[src/shared/oam_pkg.sv]
package oam_pkg;

    // ------------------------------------------------------------------
    // Instruction word layout
    // ------------------------------------------------------------------
    localparam int INSTR_W   = 14;
    localparam int DATA_W    = 8;
    localparam int ADDR_W    = 7;
    localparam int OPC_HI    = 13;
    localparam int OPC_LO    = 8;
    localparam int DEST_BIT  = 7;

    // Top six bits of each instruction.
    localparam logic [5:0] OPC_OR_LIT    = 6'h38;
    localparam logic [5:0] OPC_OR_FILE   = 6'h04;
    localparam logic [5:0] OPC_MOVE_FILE = 6'h08;
    localparam logic [5:0] OPC_STORE     = 6'h00;
    // Literal load matches on the top four bits only.
    localparam logic [3:0] OPC_LOAD_LIT  = 4'hC;

    localparam logic [7:0] ACC_RESET     = 8'h00;

    typedef enum logic [2:0] {
        OAM_OP_NONE,
        OAM_OP_OR_LIT,
        OAM_OP_OR_FILE,
        OAM_OP_MOVE_FILE,
        OAM_OP_LOAD_LIT,
        OAM_OP_STORE
    } oam_op_t;

endpackage

[src/rtl/oam_exec.sv]
`timescale 1ns/1ps
module oam_exec #(
    parameter int INSTR_W = oam_pkg::INSTR_W,
    parameter int DATA_W  = oam_pkg::DATA_W,
    parameter int ADDR_W  = oam_pkg::ADDR_W
) (
    // Clock and reset.
    input  wire logic               sys_clk,
    input  wire logic               rst_n,
    // Instruction from fetch, one per instruction-cycle enable.
    input  wire logic               instr_valid,
    input  wire logic [INSTR_W-1:0] instr_word,
    // File register read data for the address on file_raddr.
    input  wire logic [DATA_W-1:0]  file_rdata,
    output logic      [ADDR_W-1:0]  file_raddr,
    // File register write port.
    output logic                    file_we,
    output logic      [ADDR_W-1:0]  file_waddr,
    output logic      [DATA_W-1:0]  file_wdata,
    // Core state.
    output logic      [DATA_W-1:0]  acc,
    output logic                    zero_flag,
    output logic                    zero_flag_we,
    output logic                    instr_done
);

    // ------------------------------------------------------------------
    // Reset release
    // ------------------------------------------------------------------
    logic rst_meta_ff;
    logic rst_sync_ff;

    always_ff @(posedge sys_clk or negedge rst_n) begin
        if (!rst_n) begin
            rst_meta_ff <= 1'b0;
            rst_sync_ff <= 1'b0;
        end else begin
            rst_meta_ff <= 1'b1;
            rst_sync_ff <= rst_meta_ff;
        end
    end

    // ------------------------------------------------------------------
    // Decode
    // ------------------------------------------------------------------
    function automatic oam_pkg::oam_op_t decode_op(
        input logic [INSTR_W-1:0] w
    );
        logic [5:0] top;
        top = w[oam_pkg::OPC_HI:oam_pkg::OPC_LO];
        decode_op = oam_pkg::OAM_OP_NONE;
        if (top == oam_pkg::OPC_OR_LIT)
            decode_op = oam_pkg::OAM_OP_OR_LIT;
        else if (top == oam_pkg::OPC_OR_FILE)
            decode_op = oam_pkg::OAM_OP_OR_FILE;
        else if (top == oam_pkg::OPC_MOVE_FILE)
            decode_op = oam_pkg::OAM_OP_MOVE_FILE;
        else if (top[5:2] == oam_pkg::OPC_LOAD_LIT)
            decode_op = oam_pkg::OAM_OP_LOAD_LIT;
        else if (top == oam_pkg::OPC_STORE && w[oam_pkg::DEST_BIT])
            decode_op = oam_pkg::OAM_OP_STORE;
    endfunction

    // Zero test shared by every instruction that updates the flag.
    function automatic logic is_zero(
        input logic [DATA_W-1:0] v
    );
        is_zero = (v == '0);
    endfunction

    oam_pkg::oam_op_t       op;
    logic [DATA_W-1:0]      literal;
    logic [ADDR_W-1:0]      faddr;
    logic                   dest_file;

    // The file address is combinational so the register file answers in
    // the same cycle; this keeps every instruction to one cycle.
    assign op         = decode_op(instr_word);
    assign literal    = instr_word[DATA_W-1:0];
    assign faddr      = instr_word[ADDR_W-1:0];
    assign dest_file  = instr_word[oam_pkg::DEST_BIT];
    assign file_raddr = faddr;

    // ------------------------------------------------------------------
    // State
    // ------------------------------------------------------------------
    logic [DATA_W-1:0] acc_ff,    nxt_acc;
    logic              zf_ff,     nxt_zf;
    logic              zfwe_ff,   nxt_zfwe;
    logic              done_ff,   nxt_done;
    logic              we_ff,     nxt_we;
    logic [ADDR_W-1:0] waddr_ff,  nxt_waddr;
    logic [DATA_W-1:0] wdata_ff,  nxt_wdata;
    logic [DATA_W-1:0] result;

    // ------------------------------------------------------------------
    // Result
    // ------------------------------------------------------------------
    // One result path feeds both the accumulator and the write port; each
    // instruction loads the accumulator or the write port registers, never both.
    always_comb begin
        result = '0;
        case (op)
            oam_pkg::OAM_OP_OR_LIT: begin
                result = acc_ff | literal;
            end
            oam_pkg::OAM_OP_OR_FILE: begin
                result = acc_ff | file_rdata;
            end
            oam_pkg::OAM_OP_MOVE_FILE: begin
                result = file_rdata;
            end
            oam_pkg::OAM_OP_LOAD_LIT: begin
                result = literal;
            end
            oam_pkg::OAM_OP_STORE: begin
                result = acc_ff;
            end
            default: begin
                result = '0;
            end
        endcase
    end

    // ------------------------------------------------------------------
    // Accumulator, zero flag and completion
    // ------------------------------------------------------------------
    always_comb begin
        nxt_acc  = acc_ff;
        nxt_zf   = zf_ff;
        nxt_zfwe = 1'b0;
        nxt_done = 1'b0;
        if (instr_valid) begin
            case (op)
                oam_pkg::OAM_OP_OR_LIT: begin
                    nxt_acc  = result;
                    nxt_zf   = is_zero(result);
                    nxt_zfwe = 1'b1;
                    nxt_done = 1'b1;
                end
                oam_pkg::OAM_OP_OR_FILE,
                oam_pkg::OAM_OP_MOVE_FILE: begin
                    if (!dest_file) begin
                        nxt_acc = result;
                    end
                    // The flag follows the result for both destinations,
                    // which lets a move back into place test a register.
                    nxt_zf   = is_zero(result);
                    nxt_zfwe = 1'b1;
                    nxt_done = 1'b1;
                end
                oam_pkg::OAM_OP_LOAD_LIT: begin
                    nxt_acc  = result;
                    nxt_done = 1'b1;
                end
                oam_pkg::OAM_OP_STORE: begin
                    nxt_done = 1'b1;
                end
                default: begin
                    nxt_done = 1'b0;
                end
            endcase
        end
    end

    always_ff @(posedge sys_clk or negedge rst_sync_ff) begin
        if (!rst_sync_ff) begin
            acc_ff  <= oam_pkg::ACC_RESET;
            zf_ff   <= 1'b0;
            zfwe_ff <= 1'b0;
            done_ff <= 1'b0;
        end else begin
            acc_ff  <= nxt_acc;
            zf_ff   <= nxt_zf;
            zfwe_ff <= nxt_zfwe;
            done_ff <= nxt_done;
        end
    end

    // ------------------------------------------------------------------
    // File write port
    // ------------------------------------------------------------------
    // Address and data hold after the strobe so a slow file can take
    // them late; only the strobe itself is a one-cycle pulse.
    always_comb begin
        nxt_we    = 1'b0;
        nxt_waddr = waddr_ff;
        nxt_wdata = wdata_ff;
        if (instr_valid) begin
            case (op)
                oam_pkg::OAM_OP_OR_FILE,
                oam_pkg::OAM_OP_MOVE_FILE: begin
                    if (dest_file) begin
                        nxt_we    = 1'b1;
                        nxt_waddr = faddr;
                        nxt_wdata = result;
                    end
                end
                oam_pkg::OAM_OP_STORE: begin
                    nxt_we    = 1'b1;
                    nxt_waddr = faddr;
                    nxt_wdata = result;
                end
                default: begin
                    nxt_we = 1'b0;
                end
            endcase
        end
    end

    always_ff @(posedge sys_clk or negedge rst_sync_ff) begin
        if (!rst_sync_ff) begin
            we_ff    <= 1'b0;
            waddr_ff <= '0;
            wdata_ff <= '0;
        end else begin
            we_ff    <= nxt_we;
            waddr_ff <= nxt_waddr;
            wdata_ff <= nxt_wdata;
        end
    end

    // ------------------------------------------------------------------
    // Outputs
    // ------------------------------------------------------------------
    assign acc          = acc_ff;
    assign zero_flag    = zf_ff;
    assign zero_flag_we = zfwe_ff;
    assign file_we      = we_ff;
    assign file_waddr   = waddr_ff;
    assign file_wdata   = wdata_ff;
    assign instr_done   = done_ff;

endmodule

[config.mk]
export PLATFORM = sky130hd
export DESIGN_NAME = oam_exec
export DESIGN_NICKNAME = d
export VERILOG_FILES = /design/src/shared/oam_pkg.sv /design/src/rtl/oam_exec.sv
export SDC_FILE = /design/constraint.sdc
export NUM_CORES = 1
export LEC_CHECK = 0
export BUFFER_PORTS_ARGS = -buffer_cell sky130_fd_sc_hd__buf_2
export CORE_ASPECT_RATIO = 0.8
export CORE_MARGIN = 3
export CORE_UTILIZATION = 44
export CTS_CLUSTER_DIAMETER = 150
export DETAILED_ROUTE_END_ITERATION = 16
export PLACE_DENSITY_LB_ADDON = 0.08
export SETUP_SLACK_MARGIN = 0.15
export SLEW_MARGIN = 20
export SYNTH_ARGS = -nofsm -noshare
export SYNTH_HDL_FRONTEND = slang
export SYNTH_SLANG_ARGS = --single-unit
[constraint.sdc]
create_clock -name sys_clk -period 1 [get_ports sys_clk]
set_input_delay 0.2 -clock sys_clk [delete_from_list [all_inputs] [get_ports sys_clk]]
set_output_delay 0.2 -clock sys_clk [all_outputs]
set_load 0.01 [all_outputs]
==> impl_metrics.yaml, run 1 <==
outcome:
  outcome: "finished, violations left"
  violations: "negative setup slack"
pwr:
  seqPwrFrac: 0.384
  ir_worst_vdd_uv: 1190
  p_clk_frac: 0.307
  totalPowerFinal_w: 0.00355
  p_int_w: 0.00250
  p_sw_w: 0.00105
  leakage_nw: 1.47
  p_comb_frac: 0.309
  p_per_area_nw_per_um2: 1230
  swShare: 0.296
drt:
  wl_mm: 6.78
  drt_first_pass_iters: 7
  drc: 0
  vias: 1857
  ant_nets: 0
  drt_iter0_drc: 215
  vias_per_cell: 6.07
  wire_per_inst_um: 22.1
placed_design:
  routabilityCongestion: 0.857
  dpl.hpwl_mm: 3.37
  numPortBuffers: 58
  dpl_cell_area_sq_um: 2140
yosys:
  syn_area_per_cell_sq_um: 10.4
  synth_cells: 150
  yosysSeqAreaShare: 0.466
  ys_seq_elements: 29
  yosysUniqueCellTypes: 38
  syn_nets: 175
  ys_warn_count: 0
  syn-cell-area_sq_um: 1560
die:
  die_h_um: 59.2
  initial_core_util: 0.480
  num_rows: 18
  dieArea_sq_um: 4290
  die_width_um: 72.5
  core_area_sq_um: 3240
  io-pin-count: 59
final_layout:
  fillers: 146
  final_cell_mix: "44 x buf_2, 39 x buf_4, 30 x buf_6"
  stdcell_area_sq_um: 2900
  num_antenna_cells: 0
  drive_above_1_share: 0.744
  syn_to_final_growth_pct: 86.3
  multiInputGateArea_sq_um: 948
  nets: 290
  layout_commonest_cell: "buf_2"
  seqCellArea_sq_um: 727
global_route:
  grt_usage: 0.258
  grt_pass1_wl_mm: 8.36
  antenna_found_initial: 0
  grt_pass1_vias: 1687
  overflow: 0
  grt_max_degree: 28
sta:
  setup_viol: 42
  fin_crit_ns: 1.61
  setup-tns-final_ns: -11.60
  maxSlewViolCount: 0
  worst_pin_slew_ns: 0.504
  whs_ns: 0.204
  grt_setup_unrepaired: "yes"
  timing.fmax_mhz: 620
  period_share: 1.61
  hold_viol_final: 0
  skew_ns: 0.0141
  relSlewSlack: 0.664
  setup_slack_ns: -0.614
clocking:
  h-tree-depth: 2
  cts_made_buffers: 5
  cts_buffer_depth: 2
  cts.sinks: 29
  clk_latency_ns: 0.29
  root_buffer: "clkbuf_8"
  clk_pin_slew_ns: 0.07
  cts_tree: "yes"
critical_path:
  worstPathCellList: "a222oi_1 -> o21ai_2 -> buf_4 -> mux2_2"
  worstSetupStartpoint: "acc[6]"
  slowest_stage: "a222oi_1"
  start_kind: "register"
  crit_type: "reg -> reg"
  end_kind: "register"
  rr_startpoint: "acc[6]"
  crit_arrival_ns: 1.77
  cp.required_ns: 1.16
  cp_max_fo: 2
  critPathMaxStageDelay_ns: 0.51
min_path:
  hold_class: "in -> reg"
  hp-start: "instr_word[2]"
flow_run:
  drv_cap: 0
cell usage after synthesis, drive strengths merged:
cell	count	share of area
or4b	1	0.0088
and4b	1	0.0064
o21ai	12	0.041
buf	15	0.077
a22o	1	0.0056
nor4	3	0.016
and2	2	0.0080
and3	1	0.0040
mux2	12	0.087
a32oi	2	0.011
nand2	26	0.063
xor2	1	0.0056
a222oi	5	0.032
a31oi	1	0.0040
o211ai	2	0.013
a2111oi	1	0.0056
inv	3	0.0072
dfrtp	29	0.47
nor4bb	1	0.0064
mux2i	1	0.0064
nor4b	3	0.029
nor3b	1	0.0048
nand3	1	0.0032
o21a	1	0.0048
clkbuf	2	0.0048
nor2	6	0.014
conb	1	0.0024
nand4	1	0.0040
a21boi	1	0.0048
a21oi	12	0.043
a221oi	1	0.0096
stage by stage:
step	worst slack [ns]	utilization	std cells
2_1_floorplan	-0.639	-	150
3_3_place_gp	-0.801	0.660	270
3_5_place_dp	-0.847	0.660	270
4_1_cts	-0.450	0.822	295
5_1_grt	-0.649	0.894	306
6_report	-0.614	0.894	306
power groups by stage:
stage | Sequential [W] | Clock, W | Combinational [W]
6_report | 0.00136 | 0.00109 | 0.00110
2_1_floorplan | 0.00144 | 0 | 0.000270
3_3_place_gp | 0.00136 | 0 | 0.000668
5_1_grt | 0.00137 | 0.00115 | 0.00116
3_5_place_dp | 0.00136 | 0 | 0.000685
4_1_cts | 0.00135 | 0.00109 | 0.000904
timing repair:
action                     in CTS  in global routing
gates resized for setup        69                 36
setup endpoints to repair      54                 54
pin swaps                      22                 28
cloned                          1                  0
hold buffers                    1                  0
hold endpoints to repair        2                  0
setup buffers                  15                 11
path summary, 6_finish.rpt:
path	end	slack (ns)	cells past startpoint
max in group asynchronous	acc[0]	0.62	1
setup / recovery	acc[6]	-0.61	4
setup reg to reg	acc[6]	-0.61	4
hold reg to reg	file_wdata[6]	0.21	1
hold / removal	file_waddr[2]	0.20	3
min in group asynchronous	file_wdata[6]	0.21	1
flip-flops by register name (all words and copies together) (netlist names):
name          count
file_wdata        8
file_we           1
zero_flag         1
zero_flag_we      1
rst_meta_ff       1
file_waddr        7
rst_sync_ff       1
instr_done        1
acc               8
critical path: cells and delay by family (launching register included):
family,cells,cell delay (ns)
AOI/OAI and AO/OA,2,0.66
muxes,1,0.26
buffers and inverters,1,0.17
DFF,1,0.41
cell type report:
| type | count | share of cell area |
|---|---|---|
| well taps | 40 | 0.0173 |
| inverters | 3 | 0.00388 |
| clock inverters | 1 | 0.00173 |
| flip-flops and latches | 29 | 0.251 |
| multi-input cells | 101 | 0.327 |
| clock buffers | 7 | 0.0332 |
| repair buffers | 125 | 0.366 |
kinds of logic after synthesis:
| logic type | after synthesis | synth area share |
|---|---|---|
| and+or+nand+nor | 47 | 0.168 |
| DFF | 29 | 0.466 |
| xor gates and xnor gates | 1 | 0.00563 |
| muxes | 13 | 0.0932 |
| buffers and inverters | 20 | 0.0892 |
| AOI/OAI and AO/OA | 39 | 0.175 |
| other | 1 | 0.00241 |
layer usage:
metal	vias to the layer above	wire (um)	track usage
met5	-	0	0
met4	0	272	0.0605
met3	34	742	0.0661
met2	155	3230	0.429
met1	898	2530	0.340
li1	770	-	-
Power figures use the tool's default switching activity.
==> inputs of run 2 (changes only) <==
Settings changed: HOLD_SLACK_MARGIN set to 0.15, RECOVER_POWER set to 50.
==> run 2 against run 1 <==
The run still ends with negative setup slack left. Register-to-register slack barely moved. Largest cell class unchanged. Clock skew decreased by 0.0021 ns. Worst setup slack better by 0.0096 ns. Critical path type unchanged.
==> impl_metrics.yaml, run 2 (synthesis gave the netlist of run 1 again) <==
flow_run:
  drv_cap: 0
outcome:
  outcome: "finished, violations left"
  violations: "negative setup slack"
critical_path:
  rr_startpoint: "acc[6]"
  r2r_end: "acc[6]"
  start_kind: "register"
  crit_arrival_ns: 1.76
  cp.required_ns: 1.16
  slowest_stage: "a222oi_1"
  end_kind: "register"
  rrSetupSlack_ns: -0.60
  worstPathCellList: "a222oi_1 -> o21ai_2 -> buf_4 -> mux2_2"
  cp_max_fo: 2
  reg2reg_depth: 4
  critPathMaxStageDelay_ns: 0.50
  crit_family: "compound AO/OA/AOI/OAI gates"
  crit_buf_inv: 1
  crit_type: "reg -> reg"
drt:
  wl_mm: 6.75
  drc: 0
  vias_per_cell: 5.93
  drt_iter0_drc: 232
  ant_nets: 0
  wire_per_inst_um: 22.1
  vias: 1816
  drt_first_pass_iters: 5
min_path:
  hold_class: "in -> reg"
  holdPathStages: 3
  hp-start: "instr_word[2]"
  worstHoldEndpoint: "file_waddr[2]"
global_route:
  grt_pass1_vias: 1687
  grt_usage: 0.258
  grt_pass1_wl_mm: 8.36
  overflow: 0
  grt_max_degree: 28
  antenna_found_initial: 0
final_layout:
  num_antenna_cells: 0
  stdcell_area_sq_um: 2880
  seqCellArea_sq_um: 727
  multiInputGateArea_sq_um: 948
  syn_to_final_growth_pct: 85.2
  drive_above_1_share: 0.741
  layout_commonest_cell: "buf_2"
  final_cell_mix: "43 x buf_2, 39 x buf_4, 30 x buf_6"
  fillers: 149
  nets: 290
die:
  core_area_sq_um: 3240
  die_h_um: 59.2
  dieArea_sq_um: 4290
  initial_core_util: 0.480
  die_width_um: 72.5
  io-pin-count: 59
  num_rows: 18
sta:
  setup_slack_ns: -0.604
  period_share: 1.60
  setup-tns-final_ns: -11.51
  grt_setup_unrepaired: "yes"
  maxSlewViolCount: 0
  whs_ns: 0.201
  worst_pin_slew_ns: 0.706
  setup_viol: 42
  relSlewSlack: 0.529
  timing.fmax_mhz: 623
  hold_viol_final: 0
  fin_crit_ns: 1.60
  skew_ns: 0.0120
clocking:
  cts_tree: "yes"
  cts.sinks: 29
  cts_buffer_depth: 2
  clk_latency_ns: 0.29
  cts_made_buffers: 5
  h-tree-depth: 2
  root_buffer: "clkbuf_8"
  clk_pin_slew_ns: 0.07
placed_design:
  routabilityCongestion: 0.857
  dpl_cell_area_sq_um: 2140
  dpl.hpwl_mm: 3.37
  numPortBuffers: 58
pwr:
  p_per_area_nw_per_um2: 1230
  leakage_nw: 1.46
  ir_worst_vdd_uv: 1170
[run 2: changes by cell type in the layout (fill, tap and decap cells not counted), sizes merged]
cell,delta
clkbuf,+2
buf,-2
[run 2: what timing repair did]
action                     in CTS  in global routing
setup endpoints to repair      54                 54
hold endpoints to repair        2                  0
buffers inserted               15                 11
resized for setup              69                 36
gates cloned                    1                  0
pin swaps                      22                 28
hold buffers                    1                  0
[run 2: final cells by class]
class,count,share of cell area
clock buffers,7,0.0334
clock inverters,1,0.00174
inverters,3,0.00391
multi-input cells,101,0.329
flip-flops and latches,29,0.252
well taps,40,0.0174
repair buffers,125,0.362
[run 2: how the worst max path moves through the flow]
stage | slack, ns | cells after the start | endpoint | from
after floorplan | -0.64 | 7 | zero_flag | instr_word[13]
after global placement | -0.80 | 6 | acc[2] | instr_word[13]
after detailed placement | -0.85 | 7 | acc[4] | instr_word[13]
after CTS | -0.45 | 4 | acc[4] | acc[4]
after global routing | -0.65 | 4 | zero_flag | acc[6]
final | -0.60 | 4 | acc[6] | acc[6]
[run 2: metal layers]
layer | up-vias | routed length (um) | global-route usage | share of wire
met2 | 143 | 3250 | 0.429 | 0.48
met4 | 0 | 235 | 0.0605 | 0.035
li1 | 768 | - | - | -
met1 | 881 | 2570 | 0.340 | 0.38
met3 | 24 | 692 | 0.0661 | 0.10
met5 | - | 0 | 0 | 0
[run 2: power breakdown]
part	switching (W)	internal, W	leakage [nW]
logic	0.000501	0.000590	1.02
registers	0.0000792	0.00128	0.389
clock network	0.000468	0.000621	0.0542
[run 2: tightest hold or removal path, delay by kind of cell]
kind	cells	cell delay (ns)
buffers and inverters	1	0.14
AND/OR/NAND/NOR	2	0.11
[run 2: through the flow]
stage          utilization  std cells  total power (W)  setup WS (ns)
6_report             0.889        306          0.00354         -0.604
2_1_floorplan            -        150          0.00171         -0.639
5_1_grt              0.889        306          0.00367         -0.649
4_1_cts              0.822        295          0.00335         -0.450
3_5_place_dp         0.660        270          0.00205         -0.847
3_3_place_gp         0.660        270          0.00203         -0.801
